===== src/logic/rtcsa_pkg.sv =====
package rtcsa_pkg;

  // ----------------------------------------------------------------
  // timing
  // ----------------------------------------------------------------
  localparam int CLK_NS = 4;
  localparam int TMO_MIN_MS = 500;
  localparam int TMO_MAX_MS = 1000;
  // least time, rounded up to whole cycles
  localparam int TMO_CYC_DEF = (TMO_MIN_MS * 1000000 + CLK_NS - 1) / CLK_NS;

  // ----------------------------------------------------------------
  // bus fields and values
  // ----------------------------------------------------------------
  localparam logic [6:0] SLV_ADDR = 7'h32;
  localparam logic [3:0] BYTE_BITS = 4'h8;
  localparam logic [3:0] PTR_RST = 4'hF;
  localparam logic [3:0] FMT_WR = 4'h0;
  localparam logic [3:0] FMT_RDNOW = 4'h4;
  localparam int PTR_LSB = 4;
  localparam int FMT_LSB = 0;
  localparam logic SYNC_RST = 1'b1;
  localparam logic [31:0] TMR_RST = 32'h0000_0000;

  // ----------------------------------------------------------------
  // write-data buffer
  // ----------------------------------------------------------------
  localparam int FIFO_W = 12;
  localparam int FIFO_D = 16;

  typedef enum logic [2:0] {
    ST_IDLE = 3'h0,
    ST_ADDR = 3'h1,
    ST_PTR = 3'h2,
    ST_WR = 3'h3,
    ST_RD = 3'h4,
    ST_WAIT = 3'h5
  } rtcsa_st_t;

endpackage


===== src/logic/rtcsa_fifo_if.sv =====
`timescale 1ns/100ps
`default_nettype none
interface rtcsa_fifo_if #(parameter int W = 12);
  logic in_valid;
  logic in_ready;
  logic [W-1:0] in_data;
  logic out_valid;
  logic out_ready;
  logic [W-1:0] out_data;
  modport fifo(input in_valid, in_data, out_ready,
               output in_ready, out_valid, out_data);
  modport prod(output in_valid, in_data, out_ready,
               input in_ready, out_valid, out_data);
endinterface
`default_nettype wire


===== src/logic/rtcsa_fifo.sv =====
`timescale 1ns/100ps
`default_nettype none
module rtcsa_fifo
  import rtcsa_pkg::*;
#(
  parameter int W = FIFO_W,
  parameter int D = FIFO_D
) (
  input wire logic clk,
  input wire logic sys_rst,
  input wire logic ce,
  rtcsa_fifo_if.fifo f
);
  localparam int AW = $clog2(D);

  // ----------------------------------------------------------------
  // storage and pointers
  // ----------------------------------------------------------------
  logic [W-1:0] mem_ff [D];
  logic [W-1:0] nxt_mem [D];
  logic [AW:0] wp_ff, rp_ff, nxt_wp, nxt_rp;
  logic full, empty;

  // extra pointer bit tells full from empty
  assign full = (wp_ff[AW] != rp_ff[AW]) &&
                (wp_ff[AW-1:0] == rp_ff[AW-1:0]);
  assign empty = (wp_ff == rp_ff);
  assign f.in_ready = !full;
  assign f.out_valid = !empty;
  assign f.out_data = mem_ff[rp_ff[AW-1:0]];

  always_comb begin
    nxt_mem = mem_ff;
    nxt_wp = wp_ff;
    nxt_rp = rp_ff;
    if (f.in_valid && !full) begin
      nxt_mem[wp_ff[AW-1:0]] = f.in_data;
      nxt_wp = wp_ff + 1'b1;
    end
    if (!empty && f.out_ready) begin
      nxt_rp = rp_ff + 1'b1;
    end
  end

  always_ff @(posedge clk) begin
    if (sys_rst) begin
      wp_ff <= '0;
      rp_ff <= '0;
    end else if (ce) begin
      wp_ff <= nxt_wp;
      rp_ff <= nxt_rp;
    end
  end

  always_ff @(posedge clk) begin
    if (ce) begin
      mem_ff <= nxt_mem;
    end
  end

endmodule
`default_nettype wire


===== src/logic/rtcsa_slave.sv =====
`timescale 1ns/100ps
`default_nettype none
// Summary of operation
// - sda fall with scl high opens access
// - sda rise with scl high ends access
// - data changes only while scl low (a timeout release can come while scl high)
// - eight-bit bytes, each acknowledged by receiver
// - ack driven after eighth fall, released ninth
// - master nack: slave keeps line released
// - first byte: address msb first, then direction
// - answer only to address 0110010
// - repeated start resends address, may turn direction
// - second write byte: pointer and format
// - writes go to pointer, increment, wrap F-0
// - read method one via repeated start
// - every stop sets pointer to F
// - format 4 starts reading right away
// - plain read starts from default pointer F
// - carries held from start until access end
// - access open past timeout is force-closed
// - timeout counts from first start only
// - after timeout: no ack, reads give FFh
module rtcsa_slave
  import rtcsa_pkg::*;
#(
  parameter int unsigned TMO_CYC = TMO_CYC_DEF
) (
  input wire logic clk,
  input wire logic sys_rst,
  input wire logic ce,
  input wire logic scl_i,
  input wire logic sda_i,
  output logic sda_o,
  output logic sda_oe,
  output logic carry_hold,
  output logic tmo_lock,
  output logic [3:0] rd_addr,
  input wire logic [7:0] rd_data,
  output logic wr_valid,
  input wire logic wr_ready,
  output logic [3:0] wr_addr,
  output logic [7:0] wr_data
);

  // ----------------------------------------------------------------
  // pin synchronisers and edge finding
  // ----------------------------------------------------------------
  logic scl_m_ff, scl_s_ff, scl_d_ff, sda_m_ff, sda_s_ff, sda_d_ff;
  logic scl_rise, scl_fall, start_det, stop_det;

  always_ff @(posedge clk) begin
    if (sys_rst) begin
      scl_m_ff <= SYNC_RST;
      scl_s_ff <= SYNC_RST;
      scl_d_ff <= SYNC_RST;
      sda_m_ff <= SYNC_RST;
      sda_s_ff <= SYNC_RST;
      sda_d_ff <= SYNC_RST;
    end else if (ce) begin
      scl_m_ff <= scl_i;
      scl_s_ff <= scl_m_ff;
      scl_d_ff <= scl_s_ff;
      sda_m_ff <= sda_i;
      sda_s_ff <= sda_m_ff;
      sda_d_ff <= sda_s_ff;
    end
  end

  assign scl_rise = scl_s_ff && !scl_d_ff;
  assign scl_fall = !scl_s_ff && scl_d_ff;
  // line changes while scl stays high are conditions, not data
  assign start_det = scl_s_ff && scl_d_ff && sda_d_ff && !sda_s_ff;
  assign stop_det = scl_s_ff && scl_d_ff && !sda_d_ff && sda_s_ff;

  // ----------------------------------------------------------------
  // write buffer
  // ----------------------------------------------------------------
  rtcsa_fifo_if #(.W(FIFO_W)) wq ();

  rtcsa_fifo #(.W(FIFO_W), .D(FIFO_D)) u_wq (
    .clk(clk),
    .sys_rst(sys_rst),
    .ce(ce),
    .f(wq.fifo)
  );

  assign wq.out_ready = wr_ready;
  assign wr_valid = wq.out_valid;
  assign wr_addr = wq.out_data[11:8];
  assign wr_data = wq.out_data[7:0];

  // ----------------------------------------------------------------
  // byte engine
  // ----------------------------------------------------------------
  rtcsa_st_t st_ff, nxt_st;
  logic [3:0] cnt_ff, nxt_cnt, ptr_ff, nxt_ptr;
  logic [7:0] sh_ff, nxt_sh;
  logic [31:0] tmr_ff, nxt_tmr;
  logic ack_ph_ff, nxt_ack_ph, oe_ff, nxt_oe, mack_ff, nxt_mack;
  logic acc_ff, nxt_acc, lock_ff, nxt_lock;
  logic ok, do_load, tmo_hit;

  assign tmo_hit = acc_ff && (tmr_ff >= 32'(TMO_CYC - 1));

  always_comb begin
    nxt_st = st_ff;
    nxt_cnt = cnt_ff;
    nxt_ptr = ptr_ff;
    nxt_sh = sh_ff;
    nxt_tmr = tmr_ff;
    nxt_ack_ph = ack_ph_ff;
    nxt_oe = oe_ff;
    nxt_mack = mack_ff;
    nxt_acc = acc_ff;
    nxt_lock = lock_ff;
    ok = 1'b0;
    do_load = 1'b0;
    wq.in_valid = 1'b0;
    wq.in_data = {ptr_ff, sh_ff};
    if (acc_ff) begin
      nxt_tmr = tmr_ff + 32'h0000_0001;
    end
    if (start_det) begin
      nxt_st = ST_ADDR;
      nxt_cnt = '0;
      nxt_ack_ph = 1'b0;
      nxt_oe = 1'b0;
      // repeated start leaves the timer running
      if (!acc_ff) begin
        nxt_acc = 1'b1;
        nxt_tmr = TMR_RST;
        nxt_lock = 1'b0;
      end
    end else if (stop_det || tmo_hit) begin
      nxt_st = ST_IDLE;
      nxt_acc = 1'b0;
      nxt_ptr = PTR_RST;
      nxt_oe = 1'b0;
      nxt_lock = tmo_hit ? 1'b1 : lock_ff;
    end else begin
      unique case (st_ff)
        // released line: no ack, reads see FFh
        ST_IDLE, ST_WAIT: begin
        end
        ST_ADDR, ST_PTR, ST_WR: begin
          if (scl_rise && !ack_ph_ff) begin
            nxt_sh = {sh_ff[6:0], sda_s_ff};
            nxt_cnt = cnt_ff + 4'h1;
          end else if (scl_fall && !ack_ph_ff && cnt_ff == BYTE_BITS) begin
            // no stretching, so a full buffer can only refuse
            unique case (st_ff)
              ST_ADDR: ok = (sh_ff[7:1] == SLV_ADDR);
              ST_PTR: ok = 1'b1;
              default: ok = wq.in_ready;
            endcase
            nxt_ack_ph = 1'b1;
            nxt_cnt = '0;
            nxt_oe = ok;
            if (st_ff == ST_PTR) begin
              nxt_ptr = sh_ff[7:PTR_LSB];
            end
            if (st_ff == ST_WR && ok) begin
              wq.in_valid = 1'b1;
              nxt_ptr = ptr_ff + 4'h1;
            end
          end else if (scl_fall && ack_ph_ff) begin
            nxt_ack_ph = 1'b0;
            nxt_oe = 1'b0;
            if (!oe_ff) begin
              nxt_st = ST_WAIT;
            end else if (st_ff == ST_ADDR) begin
              // read bit set: start at pointer, F after a stop
              if (sh_ff[0]) begin
                do_load = 1'b1;
              end else begin
                nxt_st = ST_PTR;
              end
            end else if (st_ff == ST_PTR) begin
              if (sh_ff[3:FMT_LSB] == FMT_RDNOW) begin
                do_load = 1'b1;
              end else begin
                nxt_st = ST_WR;
              end
            end
          end
        end
        ST_RD: begin
          if (scl_fall && !ack_ph_ff) begin
            if (cnt_ff == BYTE_BITS - 4'h1) begin
              nxt_oe = 1'b0;
              nxt_ack_ph = 1'b1;
              nxt_cnt = '0;
            end else begin
              nxt_cnt = cnt_ff + 4'h1;
              nxt_sh = {sh_ff[6:0], 1'b0};
              nxt_oe = !sh_ff[6];
            end
          end else if (scl_rise && ack_ph_ff) begin
            nxt_mack = !sda_s_ff;
          end else if (scl_fall && ack_ph_ff) begin
            nxt_ack_ph = 1'b0;
            if (mack_ff) begin
              do_load = 1'b1;
            end else begin
              nxt_st = ST_WAIT;
            end
          end
        end
        default: begin
          nxt_st = ST_IDLE;
          nxt_oe = 1'b0;
        end
      endcase
      if (do_load) begin
        nxt_st = ST_RD;
        nxt_sh = rd_data;
        nxt_oe = !rd_data[7];
        nxt_cnt = '0;
        nxt_ptr = ptr_ff + 4'h1;
      end
    end
  end

  always_ff @(posedge clk) begin
    if (sys_rst) begin
      st_ff <= ST_IDLE;
      cnt_ff <= '0;
      ptr_ff <= PTR_RST;
      sh_ff <= '0;
      tmr_ff <= TMR_RST;
      ack_ph_ff <= 1'b0;
      oe_ff <= 1'b0;
      mack_ff <= 1'b0;
      acc_ff <= 1'b0;
      lock_ff <= 1'b0;
      sda_o <= 1'b0;
    end else if (ce) begin
      st_ff <= nxt_st;
      cnt_ff <= nxt_cnt;
      ptr_ff <= nxt_ptr;
      sh_ff <= nxt_sh;
      tmr_ff <= nxt_tmr;
      ack_ph_ff <= nxt_ack_ph;
      oe_ff <= nxt_oe;
      mack_ff <= nxt_mack;
      acc_ff <= nxt_acc;
      lock_ff <= nxt_lock;
      sda_o <= 1'b0;
    end
  end

  // open drain: only ever pulls low, never makes a start; a timeout release while scl is high makes a stop
  assign sda_oe = oe_ff;
  assign carry_hold = acc_ff;
  assign tmo_lock = lock_ff;
  assign rd_addr = ptr_ff;
endmodule
`default_nettype wire


===== config.mk =====
export PLATFORM = sky130hd
export DESIGN_NAME = rtcsa_slave
export DESIGN_NICKNAME = d
export VERILOG_FILES = /design/src/logic/rtcsa_pkg.sv /design/src/logic/rtcsa_fifo_if.sv /design/src/logic/rtcsa_fifo.sv /design/src/logic/rtcsa_slave.sv
export SDC_FILE = /design/constraint.sdc
export NUM_CORES = 1
export LEC_CHECK = 0
export ABC_AREA = 1
export BUFFER_PORTS_ARGS = -buffer_cell sky130_fd_sc_hd__buf_4
export CELL_PAD_IN_SITES_DETAIL_PLACEMENT = 1
export CELL_PAD_IN_SITES_GLOBAL_PLACEMENT = 1
export CORE_ASPECT_RATIO = 1.1
export CORE_MARGIN = 2
export CORE_UTILIZATION = 53
export DETAILED_ROUTE_END_ITERATION = 7
export PLACE_DENSITY = 0.94
export RECOVER_POWER = 25
export SLEW_MARGIN = 40
export SYNTH_ARGS = -nofsm -noshare
export SYNTH_HDL_FRONTEND = slang
export SYNTH_SLANG_ARGS = --single-unit

===== constraint.sdc =====
create_clock -name clk -period 6 [get_ports clk]
set_input_delay 1.2 -clock clk [delete_from_list [all_inputs] [get_ports clk]]
set_output_delay 1.2 -clock clk [all_outputs]
set_load 0.03 [all_outputs]

==> results.cfg <==
[run_status]
status = completed

[timing]
slew_viol_final = 0
setup_viol = 0
fmax_mhz = 234.0
fin_tns_setup_ns = 0
hold_viol_final = 0
worst_pin_slew_ns = 1.313
rsz0062_at_grt = false
period_share_pct = 71.21
fin_worst_skew_ns = 0.01993
setup_ws_ns = 1.727
min_period_ns = 4.273
slew_headroom_pct = 12.46

[detailed_routing]
wl_um = 35650
vias = 9395
post_drt_wl_per_cell_um = 23.35
ant_nets = 0
viasPerCell = 6.153
first_pass_iters = 5
drtIter0Drc = 787
route.detailed.drc = 0

[place]
placed_cell_area_um2 = 12430
port_buffers = 33
place_worst_setup_slack_ns = 2.384
hpwl_um = 22880
gp_congestion = 0.8649
dp_cells = 1476

[pwr]
leakage_uw = 0.004650
seqPwrFrac_pct = 51.0
p_comb_share_pct = 7.7
p_int_uw = 3233
ir_worst_vdd_mv = 0.2513
power_switching_uw = 1089
power.share.clock_pct = 41.4
p_sw_share_pct = 25.20
powerDensity_nw_per_um2 = 323.0

[synthesis]
synth_seq_cells = 264
syn_area_per_cell_um2 = 9.972
postSynthCellCount = 1180
syn-num-nets = 1204
synth-seq-area-share_pct = 61.24
yosys.area.top_type_share_pct = 49.00
synth_area_um2 = 11770
yosys_warnings = 0
yosysTopAreaCell = edfxtp_1
synth_area_leaders = edfxtp_1 (49%), dfxtp_1 (12%), nor2_1 (6.6%)
ys_types = 43

[finish]
layout_commonest_cell = nor2_1
utilization_pct = 60.93
final_cell_mix = nor2_1 (206), edfxtp_1 (192), nand2_1 (151), o21ai_0 (97), inv_1 (87)
stdcell_area_um2 = 13380
multi_input_area_um2 = 4096
antenna_cells = 0
layout.cells.non_filler = 1527
syn_to_final_growth_pct = 13.73
fillers = 2423
layout.nets = 1235
register_area_um2 = 7212
drive_gt1_share_pct = 11.61

[critical_path]
critPathLaunch = u_wq.rp_ff[0]
r2r_cells = 8
critical_path_class = register to primary output
critPathLaunchType = register
crit_required_ns = 4.80
path_max_fanout = 54
r2r_start = u_wq.rp_ff[0]
worstSetupEndpointType = primary output
reg2reg_slack_ns = 2.77
r2r_end = u_wq.mem_ff[124]
cp.arrival_ns = 3.07
cp-endpoint = wr_data[2]

[floorplan]
die_w_um = 146.1
rows = 57
core_um2 = 21970
die_height_um = 160.3
start_util_pct = 53.57
pin_count = 35
dieArea_um2 = 23410

[cts]
cts_setup_buffers = 0
cts_buffer_depth = 3
clkLatencyLatePin_ns = 0.56
clock_sinks = 264
cts_htree_levels = 1
cts-root-buf = clkbuf_16
cts_tree = done
cts.hold.buffers_added = 0
clk_pin_slew_ns = 0.07
ctsResizeCount = 0
numCtsBuffers = 28

[global_route]
antenna_found_initial = 0
grt_pass1_vias = 9860
grt-ovfl-total = 0
grt.total_usage_pct = 30.28
grt_pass1_wl_um = 55370
grt_max_degree = 92

[min_path]
hold_class = register to register

[flow_run]
maxCapViolations = 0
[layout make-up]
class / instances / share of cell area, %
inverters: 99 / 2.870
multi-input cells: 768 / 30.61
flip-flops and latches: 264 / 53.89
clock inverters: 11 / 1.066
repair buffers: 50 / 2.777
well taps: 295 / 2.758
clock buffers: 40 / 6.030
[through the flow]
step | power [uW] | hold slack, ns
floorplan | 2406 | 0.4292
global placement | 2517 | 0.4458
detailed placement | 2550 | 0.4554
CTS | 4322 | 0.4694
global route | 4447 | 0.4777
finish | 4323 | 0.4676
[worst max-delay path, stage by stage, from the launching register on]
cell	delay, ns
dfxtp_4	0.77
buf_4	0.63
nor2_1	0.13
o32ai_1	0.52
nand2_1	0.13
nand3_1	0.14
buf_4	0.17
[Yosys cell counts, drive strengths merged]
| cell type | instances |
|---|---|
| o221ai | 21 |
| dfxtp | 72 |
| o32ai | 27 |
| nand4 | 20 |
| nor2 | 213 |
| o21ai | 113 |
| nand3b | 3 |
| nor4 | 6 |
| mux2i | 21 |
| inv | 98 |
| clkinv | 1 |
| o211ai | 3 |
| nand3 | 65 |
| a21oi | 44 |
| ha | 10 |
| o31ai | 2 |
| xnor2 | 4 |
| o21a | 4 |
| nand2 | 159 |
| edfxtp | 192 |
| clkbuf | 31 |
| buf | 18 |
| a221oi | 2 |
| or2 | 1 |
| xor2 | 12 |
| conb | 1 |
| a31oi | 1 |
| nor3 | 35 |
| o22ai | 1 |
[state kept, by name, indices dropped and copies added (netlist names)]
signal,flops
ack_ph_ff,1
carry_hold,1
cnt_ff,4
mack_ff,1
rd_addr,4
scl_d_ff,1
scl_m_ff,1
scl_s_ff,1
sda_d_ff,1
sda_m_ff,1
sda_oe,1
sda_s_ff,1
sh_ff,8
st_ff,3
tmo_lock,1
tmr_ff,32
u_wq.mem_ff,192
u_wq.rp_ff,5
u_wq.wp_ff,5
[power by group through the flow]
stage | clock network (uW) | logic [uW] | registers (uW)
finish | 1790 | 332 | 2200
detailed placement | 0 | 321 | 2230
global route | 1860 | 375 | 2210
CTS | 1800 | 329 | 2190
global placement | 0 | 302 | 2210
floorplan | 0 | 234 | 2170
[logic make-up (layout without fill, tap and decap cells)]
logic type,count (synthesis),count (layout),synth area share [%]
buffers and inverters,148,200,4.987
other,1,1,0.03187
AO/OA/AOI/OAI,218,218,11.11
XOR/XNOR,16,16,1.191
AND/OR/NAND/NOR,502,502,18.59
adder cells (fa/ha/maj),10,10,1.063
flip-flops,264,264,61.24
multiplexers,21,21,1.786
[worst min path at each step]
stage | start | end | cells past startpoint
after floorplan | scl_m_ff | scl_m_ff | 2
after global placement | scl_m_ff | scl_m_ff | 2
after detailed placement | scl_m_ff | scl_m_ff | 2
after CTS | scl_m_ff | scl_m_ff | 2
after global routing | scl_m_ff | scl_m_ff | 2
final | scl_m_ff | scl_m_ff | 2
[metal layers]
metal | wire, um | track usage (%)
met1 | 13640 | 37.28
met2 | 18130 | 53.92
met3 | 2633 | 4.914
met4 | 1253 | 10.94
met5 | 0 | 0
No activity file was read; power rests on OpenSTA's default activity.
